File: config.mk
export PLATFORM = sky130hd
export DESIGN_NAME = tsc_seq_ctrl
export DESIGN_NICKNAME = d
export VERILOG_FILES = /design/src/hw/tsc_slots.v /design/src/hw/tsc_vcomp.v /design/src/hw/tsc_seq_ctrl.v
export VERILOG_INCLUDE_DIRS = /design/src /design/src/hw
export SDC_FILE = /design/constraint.sdc
export NUM_CORES = 2
export LEC_CHECK = 0
export ABC_CLOCK_PERIOD_IN_PS = 7300
export BUFFER_PORTS_ARGS = -buffer_cell sky130_fd_sc_hd__buf_2
export CORE_AREA = 4 4 355 357
export DETAILED_ROUTE_END_ITERATION = 10
export DIE_AREA = 0 0 359 361
export GPL_TIMING_DRIVEN = 0
export PLACE_DENSITY = 0.59
export SETUP_SLACK_MARGIN = 0.05
export SLEW_MARGIN = 15
export SYNTH_ARGS = -nofsm -noshare
export SYNTH_HDL_FRONTEND = slang
export SYNTH_SLANG_ARGS = --single-unit
File: constraint.sdc
create_clock -name mclk -period 7.3 [get_ports mclk]
set_input_delay 1.46 -clock mclk [delete_from_list [all_inputs] [get_ports mclk]]
set_output_delay 1.46 -clock mclk [all_outputs]
set_load 0.05 [all_outputs]
File: src/hw/tsc_map.vh
// constants for the test sequence controller
`ifndef TSC_MAP_VH
`define TSC_MAP_VH
// register offsets
`define TSC_A_CTRL 8'h00
`define TSC_A_VOLT 8'h04
`define TSC_A_TIMER 8'h08
`define TSC_A_BUZZ 8'h0c
`define TSC_A_RSEL 8'h10
`define TSC_A_SLOT 8'h14
`define TSC_A_CMD 8'h18
`define TSC_A_STATUS 8'h1c
`define TSC_A_HELD 8'h20
// control bits
`define TSC_C_INS 0
`define TSC_C_CHK_END 1
`define TSC_C_PASS_HOLD 2
`define TSC_C_FAIL_HOLD 3
`define TSC_C_MOMENT 4
`define TSC_C_DOUBLE 5
`define TSC_C_RESTRICT 6
`define TSC_C_PC_START 7
`define TSC_C_END_JUDGE 8
`define TSC_C_AUTO_RANGE 9
`define TSC_C_RANGE_LO 12
`define TSC_C_RANGE_HI 15
// slot and command bits
`define TSC_S_STORE 8
`define TSC_S_LOAD 9
`define TSC_K_START 0
`define TSC_K_STOP 1
// reset values
`define TSC_CTRL_RST 16'h0000
`define TSC_VOLT_RST 16'h0000
`define TSC_TIMER_RST 16'h0000
`define TSC_BUZZ_RST 16'h0000
`define TSC_RSEL_RST 16'h0000
// slot count and voltage window
`define TSC_SLOTS 10
`define TSC_LOW_KV_V 16'h03e8
`define TSC_FIX_TOL_V 16'h0032
`define TSC_PCT_DIV 16'h0014
// timing
`define TSC_CLK_HZ 40000000
`define TSC_DA_MS 500
`define TSC_MS_CYC (`TSC_CLK_HZ / 1000)
`define TSC_DA_CYC (`TSC_MS_CYC * `TSC_DA_MS)
`define TSC_RAMP_MS 100
`define TSC_BUZZ_CYC 4000
`endif

File: src/hw/tsc_slots.v
// stored test-condition slots, one bank per test mode
`timescale 1ns/100ps
`default_nettype none
`include "tsc_map.vh"
module tsc_slots
#(
    parameter N = `TSC_SLOTS,
    parameter W = 16
)
(
    // clock and reset
    input wire mclk,
    input wire rst_b,
    // access
    input wire mode,
    input wire [3:0] idx,
    input wire store,
    input wire [W-1:0] cur_volt,
    input wire [W-1:0] cur_timer,
    output wire [W-1:0] slot_volt,
    output wire [W-1:0] slot_timer,
    output wire idx_ok
);
    reg [W-1:0] volt_m [0:2*N-1];
    reg [W-1:0] timer_m [0:2*N-1];
    wire [4:0] base = mode ? N[4:0] : 5'h00;
    wire [4:0] sel = base + {1'b0, idx};
    integer i;

    assign idx_ok = ({1'b0, idx} < N[4:0]);
    assign slot_volt = idx_ok ? volt_m[sel] : {W{1'b0}};
    assign slot_timer = idx_ok ? timer_m[sel] : {W{1'b0}};

    always @(posedge mclk or negedge rst_b)
    begin
        if (!rst_b)
        begin
            for (i = 0; i < 2 * N; i = i + 1)
            begin
                volt_m[i] <= {W{1'b0}};
                timer_m[i] <= {W{1'b0}};
            end
        end
        else if (store && idx_ok)
        begin
            volt_m[sel] <= cur_volt;
            timer_m[sel] <= cur_timer;
        end
    end
endmodule
`default_nettype wire

File: src/hw/tsc_vcomp.v
// output voltage window check against the programmed voltage
`timescale 1ns/100ps
`default_nettype none
`include "tsc_map.vh"
module tsc_vcomp
(
    // voltages in volts
    input wire [15:0] vset,
    input wire [15:0] vmeas,
    output wire in_tol
);
    wire [15:0] tol;
    wire [15:0] diff;

    // at or under one kilovolt the fixed window applies
    assign tol = (vset <= `TSC_LOW_KV_V) ? `TSC_FIX_TOL_V
                                         : vset / `TSC_PCT_DIV;
    assign diff = (vmeas > vset) ? vmeas - vset : vset - vmeas;
    assign in_tol = (diff <= tol);
endmodule
`default_nettype wire

File: src/hw/tsc_seq_ctrl.v
// test sequence controller top
//
// Our own choices: the address-and-strobe port and the address map.
`timescale 1ns/100ps
`default_nettype none
`include "tsc_map.vh"
// How it works
// - ten condition slots per test mode, stored from or loaded to settings.
// - withstand test starts only with output within five percent of set.
// - at or under one kilovolt the start window is fifty volts.
// - optional: voltage window checked just before test end instead.
// - a forced stop freezes the last measured value on display.
// - pass hold option keeps pass shown until a release.
// - fail hold option keeps fail shown until a release.
// - separate buzzer volumes for pass and fail, applied per result.
// - momentary mode outputs only while start is held.
// - remote and external held start act like the panel key.
// - double action accepts start only within half a second of stop.
// - restricted release clears held results only by panel stop.
// - setting accepts or rejects start commands from the pc link.
// - insulation test ends at timer expiry, or optionally at first judgement while a timer is set.
// - insulation range fixed or automatic by setting.
// - status relay closes when any selected condition holds.
// - start priority: pc link, remote box, external, panel.
module tsc_seq_ctrl
#(
    parameter DA_CYC = `TSC_DA_CYC,
    parameter MS_CYC = `TSC_MS_CYC,
    parameter RAMP_MS = `TSC_RAMP_MS,
    parameter BUZZ_CYC = `TSC_BUZZ_CYC
)
(
    // clock and reset
    input wire mclk,
    input wire rst_b,
    // register port
    input wire [7:0] reg_addr,
    input wire [15:0] reg_wdata,
    input wire reg_wr,
    input wire reg_rd,
    output reg [15:0] reg_rdata_q,
    // start and stop sources
    input wire panel_start,
    input wire panel_stop,
    input wire remote_start,
    input wire remote_stop,
    input wire ext_start_n,
    input wire ext_stop_n,
    input wire ext_enable_n,
    input wire interlock_n,
    // measurement path
    input wire [15:0] vout_meas,
    input wire [15:0] meas_value,
    input wire judge_pass,
    input wire judge_fail,
    input wire power_ok,
    // source and results
    output reg [15:0] vset_q,
    output reg hv_on_q,
    output reg test_q,
    output reg pass_q,
    output reg fail_q,
    output reg ready_q,
    output reg [15:0] held_value_q,
    output reg buzz_on_q,
    output reg [3:0] buzz_vol_q,
    output reg range_auto_q,
    output reg [3:0] range_sel_q,
    output reg external_control_selected_q,
    output reg relay_q
);
    localparam S_IDLE = 2'd0;
    localparam S_RAMP = 2'd1;
    localparam S_TEST = 2'd2;
    localparam S_DONE = 2'd3;

    reg [15:0] ctrl_q;
    reg [15:0] timer_q;
    reg [15:0] buzz_q;
    reg [15:0] rsel_q;
    reg [3:0] slot_idx_q;
    reg [1:0] state_q;
    reg [1:0] state_d;
    reg [1:0] src_q;
    reg held_prev_q;
    reg [2:0] stop_prev_q;
    reg [24:0] da_cnt_q;
    reg [15:0] ms_cnt_q;
    reg [15:0] ramp_q;
    reg [15:0] time_q;
    reg [12:0] buzz_cnt_q;
    reg refused_q;
    reg end_pass;
    reg end_fail;
    reg abort;
    reg to_test;
    reg refuse;

    function wr_hit;
        input [7:0] a;
        begin
            wr_hit = reg_wr && (reg_addr == a);
        end
    endfunction

    wire ins = ctrl_q[`TSC_C_INS];
    wire ext_en = ~ext_enable_n;
    wire lock = ~interlock_n;
    wire ext_start = ext_en & ~ext_start_n;
    wire ext_stop = ext_en & ~ext_stop_n;
    wire pc_start = wr_hit(`TSC_A_CMD) & reg_wdata[`TSC_K_START]
                    & ctrl_q[`TSC_C_PC_START];
    wire pc_stop = wr_hit(`TSC_A_CMD) & reg_wdata[`TSC_K_STOP];
    // any held source keeps a momentary test alive
    wire held_now = remote_start | ext_start | panel_start;
    wire start_rise = pc_start | (held_now & ~held_prev_q);
    wire [2:0] stop_now = {ext_stop, remote_stop, panel_stop};
    wire [2:0] stop_rise = stop_now & ~stop_prev_q;
    wire stop_ev = pc_stop | (|stop_rise);
    wire da_open = (da_cnt_q != 25'h0000000);
    wire da_ok = ~ctrl_q[`TSC_C_DOUBLE] | da_open;
    wire start_ok = start_rise & (state_q == S_IDLE) & ~lock & da_ok;
    // with restricted release, remote and external stops cannot clear a held result
    wire release_ev = ctrl_q[`TSC_C_RESTRICT] ? stop_rise[0]
                                              : stop_ev;
    wire kill = stop_ev | lock
                | (ctrl_q[`TSC_C_MOMENT] & ~held_now & ~pc_start);
    wire active = (state_q == S_RAMP) | (state_q == S_TEST);
    wire tick = active & (ms_cnt_q == MS_CYC[15:0] - 16'h0001);
    wire timer_set = (timer_q != 16'h0000);
    wire judge_ends = ~ins | (ctrl_q[`TSC_C_END_JUDGE] & timer_set);
    wire [15:0] slot_volt;
    wire [15:0] slot_timer;
    wire slot_ok;
    wire in_tol;
    wire [7:0] cond;

    tsc_slots u_slots
    (
        .mclk(mclk),
        .rst_b(rst_b),
        .mode(ins),
        .idx(reg_wdata[3:0]),
        .store(wr_hit(`TSC_A_SLOT) & reg_wdata[`TSC_S_STORE]),
        .cur_volt(vset_q),
        .cur_timer(timer_q),
        .slot_volt(slot_volt),
        .slot_timer(slot_timer),
        .idx_ok(slot_ok)
    );

    tsc_vcomp u_vcomp
    (
        .vset(vset_q),
        .vmeas(vout_meas),
        .in_tol(in_tol)
    );

    //--------------------------------------------------
    // sequence decisions
    //--------------------------------------------------
    always @*
    begin
        end_pass = 1'b0;
        end_fail = 1'b0;
        abort = 1'b0;
        to_test = 1'b0;
        refuse = 1'b0;
        case (state_q)
            S_RAMP:
            begin
                if (kill)
                    abort = 1'b1;
                else if (tick && ramp_q == 16'h0001)
                begin
                    if (ins || ctrl_q[`TSC_C_CHK_END] || in_tol)
                        to_test = 1'b1;
                    else
                        refuse = 1'b1;
                end
            end
            S_TEST:
            begin
                if (kill)
                    abort = 1'b1;
                else if (judge_fail && judge_ends)
                    end_fail = 1'b1;
                else if (judge_pass && ins && judge_ends)
                    end_pass = 1'b1;
                else if (tick && timer_set && time_q == 16'h0001)
                begin
                    // expiry, judged on the last millisecond
                    if (ins ? (judge_fail | ~judge_pass)
                            : (ctrl_q[`TSC_C_CHK_END] & ~in_tol))
                        end_fail = 1'b1;
                    else
                        end_pass = 1'b1;
                end
            end
            default:
            begin
            end
        endcase
        state_d = state_q;
        case (state_q)
            S_IDLE:
                if (start_ok)
                    state_d = S_RAMP;
            S_RAMP:
                if (abort || refuse)
                    state_d = S_IDLE;
                else if (to_test)
                    state_d = S_TEST;
            S_TEST:
                if (abort)
                    state_d = S_IDLE;
                else if (end_pass)
                    state_d = ctrl_q[`TSC_C_PASS_HOLD] ? S_DONE
                                                       : S_IDLE;
                else if (end_fail)
                    state_d = ctrl_q[`TSC_C_FAIL_HOLD] ? S_DONE
                                                       : S_IDLE;
            S_DONE:
                if (release_ev)
                    state_d = S_IDLE;
            default:
                state_d = S_IDLE;
        endcase
    end

    assign cond = {power_ok, ext_en, ready_q, lock,
                   fail_q, pass_q, test_q, hv_on_q};

    //--------------------------------------------------
    // registers and sequence state
    //--------------------------------------------------
    always @(posedge mclk or negedge rst_b)
    begin
        if (!rst_b)
        begin
            ctrl_q <= `TSC_CTRL_RST;
            vset_q <= `TSC_VOLT_RST;
            timer_q <= `TSC_TIMER_RST;
            buzz_q <= `TSC_BUZZ_RST;
            rsel_q <= `TSC_RSEL_RST;
            slot_idx_q <= 4'h0;
            reg_rdata_q <= 16'h0000;
            state_q <= S_IDLE;
            src_q <= 2'h0;
            held_prev_q <= 1'b0;
            stop_prev_q <= 3'h0;
            da_cnt_q <= 25'h0000000;
            ms_cnt_q <= 16'h0000;
            ramp_q <= 16'h0000;
            time_q <= 16'h0000;
            buzz_cnt_q <= 13'h0000;
            refused_q <= 1'b0;
            hv_on_q <= 1'b0;
            test_q <= 1'b0;
            pass_q <= 1'b0;
            fail_q <= 1'b0;
            ready_q <= 1'b0;
            held_value_q <= 16'h0000;
            buzz_on_q <= 1'b0;
            buzz_vol_q <= 4'h0;
            range_auto_q <= 1'b0;
            range_sel_q <= 4'h0;
            external_control_selected_q <= 1'b0;
            relay_q <= 1'b0;
        end
        else
        begin
            if (wr_hit(`TSC_A_CTRL))
                ctrl_q <= reg_wdata;
            if (wr_hit(`TSC_A_BUZZ))
                buzz_q <= reg_wdata;
            if (wr_hit(`TSC_A_RSEL))
                rsel_q <= reg_wdata;
            if (wr_hit(`TSC_A_SLOT))
                slot_idx_q <= reg_wdata[3:0];
            // a slot load wins over a direct write in the same cycle
            if (wr_hit(`TSC_A_SLOT) && reg_wdata[`TSC_S_LOAD] && slot_ok)
            begin
                vset_q <= slot_volt;
                timer_q <= slot_timer;
            end
            else
            begin
                if (wr_hit(`TSC_A_VOLT))
                    vset_q <= reg_wdata;
                if (wr_hit(`TSC_A_TIMER))
                    timer_q <= reg_wdata;
            end
            reg_rdata_q <= 16'h0000;
            if (reg_rd)
            begin
                case (reg_addr)
                    `TSC_A_CTRL: reg_rdata_q <= ctrl_q;
                    `TSC_A_VOLT: reg_rdata_q <= vset_q;
                    `TSC_A_TIMER: reg_rdata_q <= timer_q;
                    `TSC_A_BUZZ: reg_rdata_q <= buzz_q;
                    `TSC_A_RSEL: reg_rdata_q <= rsel_q;
                    `TSC_A_SLOT: reg_rdata_q <= {12'h000, slot_idx_q};
                    `TSC_A_STATUS: reg_rdata_q <= {4'h0, lock, src_q,
                        da_open, refused_q, ready_q, fail_q, pass_q,
                        test_q, hv_on_q, state_q};
                    `TSC_A_HELD: reg_rdata_q <= held_value_q;
                    default: reg_rdata_q <= 16'h0000;
                endcase
            end
            held_prev_q <= held_now;
            stop_prev_q <= stop_now;
            // window opens on each stop press
            if (stop_ev)
                da_cnt_q <= DA_CYC[24:0];
            else if (da_open)
                da_cnt_q <= da_cnt_q - 25'h0000001;
            if (!active || tick)
                ms_cnt_q <= 16'h0000;
            else
                ms_cnt_q <= ms_cnt_q + 16'h0001;
            state_q <= state_d;
            if (start_ok)
            begin
                ramp_q <= RAMP_MS[15:0];
                refused_q <= 1'b0;
                if (pc_start)
                    src_q <= 2'h0;
                else if (remote_start)
                    src_q <= 2'h1;
                else if (ext_start)
                    src_q <= 2'h2;
                else
                    src_q <= 2'h3;
            end
            else if (tick && state_q == S_RAMP)
                ramp_q <= ramp_q - 16'h0001;
            if (refuse)
                refused_q <= 1'b1;
            if (to_test)
                time_q <= timer_q;
            else if (tick && state_q == S_TEST && time_q != 16'h0000)
                time_q <= time_q - 16'h0001;
            // value tracks only while running, so a stop leaves it frozen
            if (state_q == S_TEST && !kill)
                held_value_q <= meas_value;
            if (start_ok)
            begin
                pass_q <= 1'b0;
                fail_q <= 1'b0;
            end
            else if (end_pass)
                pass_q <= 1'b1;
            else if (end_fail)
                fail_q <= 1'b1;
            else if (release_ev && !active)
            begin
                pass_q <= 1'b0;
                fail_q <= 1'b0;
            end
            if (end_pass || end_fail)
            begin
                buzz_cnt_q <= BUZZ_CYC[12:0];
                buzz_on_q <= 1'b1;
                buzz_vol_q <= end_pass ? buzz_q[3:0] : buzz_q[7:4];
            end
            else if (buzz_cnt_q != 13'h0000)
            begin
                buzz_cnt_q <= buzz_cnt_q - 13'h0001;
                buzz_on_q <= (buzz_cnt_q != 13'h0001);
            end
            hv_on_q <= (state_d == S_RAMP) || (state_d == S_TEST);
            test_q <= (state_d == S_TEST);
            ready_q <= (state_d == S_IDLE) && !lock;
            range_auto_q <= ctrl_q[`TSC_C_AUTO_RANGE];
            range_sel_q <= ctrl_q[`TSC_C_RANGE_HI:`TSC_C_RANGE_LO];
            external_control_selected_q <= ext_en;
            relay_q <= |(cond & rsel_q[7:0]);
        end
    end
endmodule
`default_nettype wire

* Yosys cells after proc, flatten, opt, wreduce, memory -nomap -nowiden *
Index checks and enable logic that the tools add are counted.

cells by class
  $add $sub $neg = 8
  divide/modulo/power cells = 1
  $lt $le $gt $ge = 6
  equal/unequal tests = 19
  mux-type cells = 79
  bitwise gates (word level) = 40
  reduce and logical (&&, ||, !) cells = 52

operators with widths
  kind                   count
  $bwmux 320             2
  $mux 16                19
  $bmux 16 s5            2
  $pmux 16 s8            1
  $demux 16 s5           1
  $mux 25                2
  $mux 1                 36
  $eq 16x1->1 const B    2
  $eq 8x5->1 const B     4
  $reduce_bool 16->1     2
  $sub 16x1->16 const B  2
  $sub 16x16->16         2
  $mux 13                2
  $reduce_bool 25->1     1
  $sub 25x1->25 const B  1
  $logic_and 1x1->1      23
  $mux 2                 11
  $add 16x1->16 const B  1
  $div 16x5->16 const B  1
  $eq 16x16->1 const B   1
  $eq 8x4->1 const B     2
  $gt 16x16->1           1
  $le 16x10->1 const B   1
  $le 16x16->1           1
  other kinds (32)       84

storage, ports and cells
  register bits = 868
  output and inout bits = 65
  logic and storage cells = 274

* Depth between registers and ports, before layout *
  depth after elaboration = 18
  mapped depth = 34
  depth with buffers taken out = 32

* Hierarchy *
From an unflattened synthesis, not the netlist that was laid out.

second synthesis, totals
  cells, all modules = 3305
  area total of the unflattened synthesis = 43963.4 µm²

by module, submodules not included
  module        times used  cells each  area an instance (µm²)
  tsc_slots     1           1848        29966.2
  tsc_seq_ctrl  1           998         10827.9
  tsc_vcomp     1           459         3169.3

* Worst setup path after synthesis *
OpenSTA, ideal clock, no wires.

  path type = input -> register
  start = input vout_meas[0]
  end = register hv_on_q
  setup time = 0.113 ns
  data arrival time = 7.456 ns
  data required time = 7.187 ns
  setup slack = -0.268 ns
  stages = 31
  path buffers = 2
  cell sequence = inv_1 > ha_1 > inv_1 > fa_1 > a21o_1 > a21o_1 > a21oi_1 > o21ai_0 > a21oi_1 > o211ai_1 > nand2_1 > buf_1 > buf_1 > mux2_2 > ha_1 > nor2b_1 > o21a_1 > o21ai_0 > nand2b_1 > a21oi_1 > nor2_1 > o21ai_0 > a31oi_1 > a2111oi_0 > nand4_1 > a2111oi_0 > nor2_1 > nor3_1 > nor2_1 > ha_1 > inv_1

on the way
  cells in the longest elaborated chain, start to end = 18
  elaborated cells on any way between the ends = 39
  those cells by class = add/sub (2); order compare (2); eq/ne (2); mux (28); bitwise (2); reduce/logical (3)

RTL lines
  item                                                   RTL line            text
  from (decl)                                            tsc_seq_ctrl.v:52   input wire [15:0] vout_meas,
  $sub 16x16->16 / $gt 16x16->1 (equally long branches)  tsc_vcomp.v:18      assign diff = (vmeas > vset) ? vmeas - vset : vset - vmeas;
  $mux 16 *                                              tsc_vcomp.v:18
  $le 16x16->1 *                                         tsc_vcomp.v:19      assign in_tol = (diff <= tol);
  $not 1->1                                              tsc_seq_ctrl.v:194  : (ctrl_q[`TSC_C_CHK_END] & ~in_tol))
  $and 1x1->1                                            tsc_seq_ctrl.v:194
  $mux 1 (2 in series)                                   tsc_seq_ctrl.v:193  if (ins ? (judge_fail | ~judge_pass)
  $mux 1                                                 tsc_seq_ctrl.v:190  else if (tick && timer_set && time_q == 16'h0001)
  $mux 1                                                 tsc_seq_ctrl.v:188  else if (judge_pass && ins && judge_ends)
  $mux 1                                                 tsc_seq_ctrl.v:186  else if (judge_fail && judge_ends)
  $mux 1                                                 tsc_seq_ctrl.v:184  if (kill)
  $mux 1                                                 tsc_seq_ctrl.v:169  case (state_q)
  $mux 2                                                 tsc_seq_ctrl.v:220  else if (end_fail)
  $mux 2                                                 tsc_seq_ctrl.v:217  else if (end_pass)
  $mux 2                                                 tsc_seq_ctrl.v:215  if (abort)
  $pmux 2 s4 *                                           tsc_seq_ctrl.v:205  case (state_q)
  $eq 2x1->1 / $eq 2x2->1 (equally long branches)        tsc_seq_ctrl.v:372  hv_on_q <= (state_d == S_RAMP) || (state_d == S_TEST);
  $logic_or 1x1->1 *                                     tsc_seq_ctrl.v:372
  to (signal assigned)                                   tsc_seq_ctrl.v:372
  to (decl)                                              tsc_seq_ctrl.v:59   output reg hv_on_q,

Every way passes the cells marked *; elsewhere a longest branch is shown, timed or not.
A chain may end at the register's enable or synchronous reset.

* Worst setup path in the final report *
  start = register vset_q[11]
  end = register hv_on_q

on the way
  cells in the longest elaborated chain, start to end = 18
  elaborated cells on any way between the ends = 42
  those cells by class = add/sub (2); div (1); order compare (3); eq/ne (2); mux (29); bitwise (2); reduce/logical (3)

RTL lines
  item                                                    RTL line            text
  from (decl)                                             tsc_seq_ctrl.v:58   output reg [15:0] vset_q,
  from (signal assigned)                                  tsc_seq_ctrl.v:242  vset_q <= `TSC_VOLT_RST;
  from (signal assigned)                                  tsc_seq_ctrl.v:284  vset_q <= slot_volt;
  from (signal assigned)                                  tsc_seq_ctrl.v:290  vset_q <= reg_wdata;
  $div 16x5->16 (no source line) (tied with other cells)  --
  $mux 16, on equally long branches                       --
  $le 16x16->1 *                                          tsc_vcomp.v:19
  $not 1->1                                               tsc_seq_ctrl.v:194
  $and 1x1->1                                             tsc_seq_ctrl.v:194
  $mux 1 (2 in series)                                    tsc_seq_ctrl.v:193
  $mux 1                                                  tsc_seq_ctrl.v:190
  $mux 1                                                  tsc_seq_ctrl.v:188
  $mux 1                                                  tsc_seq_ctrl.v:186
  $mux 1                                                  tsc_seq_ctrl.v:184
  $mux 1                                                  tsc_seq_ctrl.v:169
  $mux 2                                                  tsc_seq_ctrl.v:220
  $mux 2                                                  tsc_seq_ctrl.v:217
  $mux 2                                                  tsc_seq_ctrl.v:215
  $pmux 2 s4 *                                            tsc_seq_ctrl.v:205
  $eq 2x1->1 / $eq 2x2->1 (equally long branches)         tsc_seq_ctrl.v:372
  $logic_or 1x1->1 *                                      tsc_seq_ctrl.v:372

Marks and branches as above.

==> flow_summary.ini <==
[die]
pin_count = 136
core_area_sq_um = 123000
die-area_sq_um = 130000
initial_core_util_pct = 34.7
die_h_microns = 361
floorplan.rows = 129
die_width_microns = 359

[timing]
grt_setup_unrepaired = yes
post-route-worst-setup-slack_ns = -0.157
slew_viol_final = 0
fmaxAchievable_mhz = 134
slew_headroom_pct = 22.4
worst_pin_slew_ns = 1.16
period_share_pct = 102
timing_hold_violations_final = 0
timing.setup.tns_ns = -0.209
setup_viol_count_final = 2
timing.final.crit_period_ns = 7.46
hold_slack_ns = 0.479
finClkSkew_ns = 0.0285

[layout]
design.final.nets = 3790
drive_above_1_share_pct = 33.5
final_core_util_pct = 40.2
layout-area-overhead-vs-synth_pct = 15.8

[worst_setup_path]
r2r_slack_ns = -0.16
slowest_delay_ns = 0.51
cp_slowest_cell = sky130_fd_sc_hd__or4b_4
worst_r2r_endpoint = hv_on_q
critical_path.startpoint_type = register
r2r-start = vset_q[11]
end_kind = register
worst-setup-path-type = register to register
critical-path-top-cell-by-count = sky130_fd_sc_hd__nor2_1
worst_r2r_path_depth = 34
largest_fanout_on_the_critical_path = 7
worst_ep_required_time_ns = 7.86
cp.arrival_ns = 8.01

[synth]
synthesis.area_per_instance_sq_um = 12.6
ys_seq_elements = 868
synth.lib_cells_used.distinct = 91
synth-main-ff-cell = sky130_fd_sc_hd__dfrtp_1
synthesis.nets = 3524
sequential_area_share_after_synthesis_pct = 50.9
synthesis.area_sq_um = 42700
synthCells = 3390
synth_edf_count = 0
async_flop_share_pct = 100
ys.warnings.count = 0

[detailed_routing]
vias_per_cell = 5.52
vias = 29600
post_drt_wl_per_cell_microns = 23.8
ant_nets = 0
drt_pre_antenna_iters = 8
route.detailed.drc = 0
drt_iter0_markers = 2722
drt-total-wl_mm = 128

[global_routing]
grt_pass1_vias = 30200
grt-ovfl-total = 0
track_usage_pct = 19.3
grt_max_degree = 142
antenna_found_initial = 3
wire_length_of_the_first_global_routing_pass_mm = 195

[pwr]
power_density_nw_per_um2 = 228
leakage_nw = 22.3
irDropWorstVdd_uv = 178
power_mw = 11.3

[cts]
clockBufferDepth = 3
tritoncts_clock_tree = built
clkSinkCount = 868
clkSlewWorstSetupHoldPaths_ns = 0.06
cts_max_level = 3
cts-root-buf = sky130_fd_sc_hd__clkbuf_16
tritoncts.num_buffers = 86
worst_skew_pair.late_latency_ns = 0.66

[worst_hold_path]
timing.hold.worst_path_depth = 2
min_to = u_slots.volt_m[299]
min_delay_path_class = register to register
hold_path_startpoint = u_slots.volt_m[299]

[status]
violations_in_the_final_reports = negative setup slack
outcome = finished, violations left

[place]
dp_hpwl_mm = 94.9
io_buffers = 134
globalplace.congestion = 0.924

[flow_run]
max_cap_viol_count = 0
[state kept, by name (all words and copies together), names as in the netlist, 13 cells and up]
signal           cells
time_q              16
ms_cnt_q            16
timer_q             16
held_value_q        16
ctrl_q              16
u_slots.volt_m     320
da_cnt_q            25
buzz_q              16
vset_q              16
buzz_cnt_q          13
rsel_q              16
ramp_q              16
reg_rdata_q         16
u_slots.timer_m    320
[per-layer routing]
layer	up-vias	part of all wire [%]	global-route usage (%)
met5	-	0	0
met4	0	3.3	6.22
met3	204	5.5	2.72
met2	998	48	31.9
met1	15400	44	26.3
li1	13000	-	-
[worst max path at each step]
stage | start | end | cells after the start
after CTS | vset_q[11] | hv_on_q | 34
after detailed placement | vout_meas[0] | time_q[6] | 30
final | vset_q[11] | hv_on_q | 34
after global placement | rst_b | u_slots.timer_m[200] | 1
after global routing | vset_q[11] | hv_on_q | 34
after floorplan | vout_meas[0] | hv_on_q | 31
[cell usage after synthesis, types with 8 or more instances]
cell,n,area share (%)
sky130_fd_sc_hd__dfrtp_1,868,51
sky130_fd_sc_hd__mux2_2,623,16
sky130_fd_sc_hd__nand2_1,285,2.5
sky130_fd_sc_hd__clkbuf_1,226,2.0
sky130_fd_sc_hd__o21ai_0,195,2.3
sky130_fd_sc_hd__mux4_2,192,10
sky130_fd_sc_hd__nor2_1,153,1.3
sky130_fd_sc_hd__a21oi_1,78,0.91
sky130_fd_sc_hd__inv_1,69,0.61
sky130_fd_sc_hd__ha_1,61,1.8
sky130_fd_sc_hd__xnor2_1,55,1.1
sky130_fd_sc_hd__nor3_1,44,0.52
sky130_fd_sc_hd__nand3_1,40,0.47
sky130_fd_sc_hd__xor2_1,37,0.76
sky130_fd_sc_hd__a22oi_1,35,0.62
sky130_fd_sc_hd__a31oi_1,33,0.48
sky130_fd_sc_hd__buf_1,30,0.26
sky130_fd_sc_hd__a21o_1,21,0.37
sky130_fd_sc_hd__a222oi_1,21,0.49
sky130_fd_sc_hd__a221oi_1,20,0.41
sky130_fd_sc_hd__nand4_1,20,0.29
sky130_fd_sc_hd__nand2b_1,19,0.28
sky130_fd_sc_hd__nor4_1,18,0.26
sky130_fd_sc_hd__and3_1,15,0.22
sky130_fd_sc_hd__or3_1,15,0.22
sky130_fd_sc_hd__nor2b_1,13,0.19
sky130_fd_sc_hd__o31ai_1,12,0.21
sky130_fd_sc_hd__mux2i_1,8,0.19
sky130_fd_sc_hd__nor3b_1,8,0.14
[power breakdown]
part	leakage, nW	switching, mW	internal [mW]	total, mW
registers	11.9	0.105	4.88	4.99
clock network	1.48	1.94	2.78	4.71
logic	8.94	1.02	0.542	1.56
[final cells by class]
class / instances / area, sq um
clock inverters: 34 / 449
flip-flops and latches: 868 / 21700
repair buffers: 179 / 1200
inverters: 75 / 293
diodes: 3 / 7.51
multi-input cells: 2184 / 20100
plain buffers: 262 / 1060
clock buffers: 125 / 2540
well taps: 1637 / 2050
fillers: 11700 / 73600
[through the flow]
stage / instances / area, sq um / setup WS (ns)
6_report: 5367 / 49400 / -0.157
3_3_place_gp: 5161 / 45400 / -14.31
3_5_place_dp: 5168 / 45600 / -1.66
4_1_cts: 5352 / 49100 / 0.0789
5_1_grt: 5364 / 49400 / -0.409
2_1_floorplan: 3390 / 42700 / 0.0656
[critical path: cells and delay by family, from the launching register on]
family / cells / cell delay, ns
compound gates: 15 / 3.27
buf+inv: 4 / 0.50
fa+ha+maj: 3 / 0.80
mux: 1 / 0.30
flops: 1 / 0.42
simple gates: 11 / 2.05
[cell usage in the layout (no fill, tap or decap), types with 37 or more instances in the layout]
master                      count
sky130_fd_sc_hd__nand3_1       40
sky130_fd_sc_hd__xor2_1        37
sky130_fd_sc_hd__buf_2        142
sky130_fd_sc_hd__nor2_1       150
sky130_fd_sc_hd__o21ai_0      185
sky130_fd_sc_hd__xnor2_1       52
sky130_fd_sc_hd__nand2_1      283
sky130_fd_sc_hd__clkbuf_16     89
sky130_fd_sc_hd__inv_1         68
sky130_fd_sc_hd__ha_1          60
sky130_fd_sc_hd__mux4_2       192
sky130_fd_sc_hd__nor3_1        42
sky130_fd_sc_hd__clkbuf_1     228
sky130_fd_sc_hd__a21oi_1       73
sky130_fd_sc_hd__mux2_2       623
sky130_fd_sc_hd__dfrtp_1      864
[kinds of logic after synthesis]
group / Yosys count / share of synthesized area, %
simple gates: 687 / 7.51
mux: 824 / 26.8
xor+xnor: 92 / 1.89
fa+ha+maj: 65 / 1.93
flops: 868 / 50.9
compound gates: 515 / 8.02
buf+inv: 339 / 3.01
[what timing repair did]
action                                  CTS  global route
setup buffers                            25            11
cloned                                    1             2
endpoints found under the setup margin   42            40
pin swaps                                28            28
resized for setup                        57            78
hold buffers                              0             0
Power figures use the tool's default switching activity.
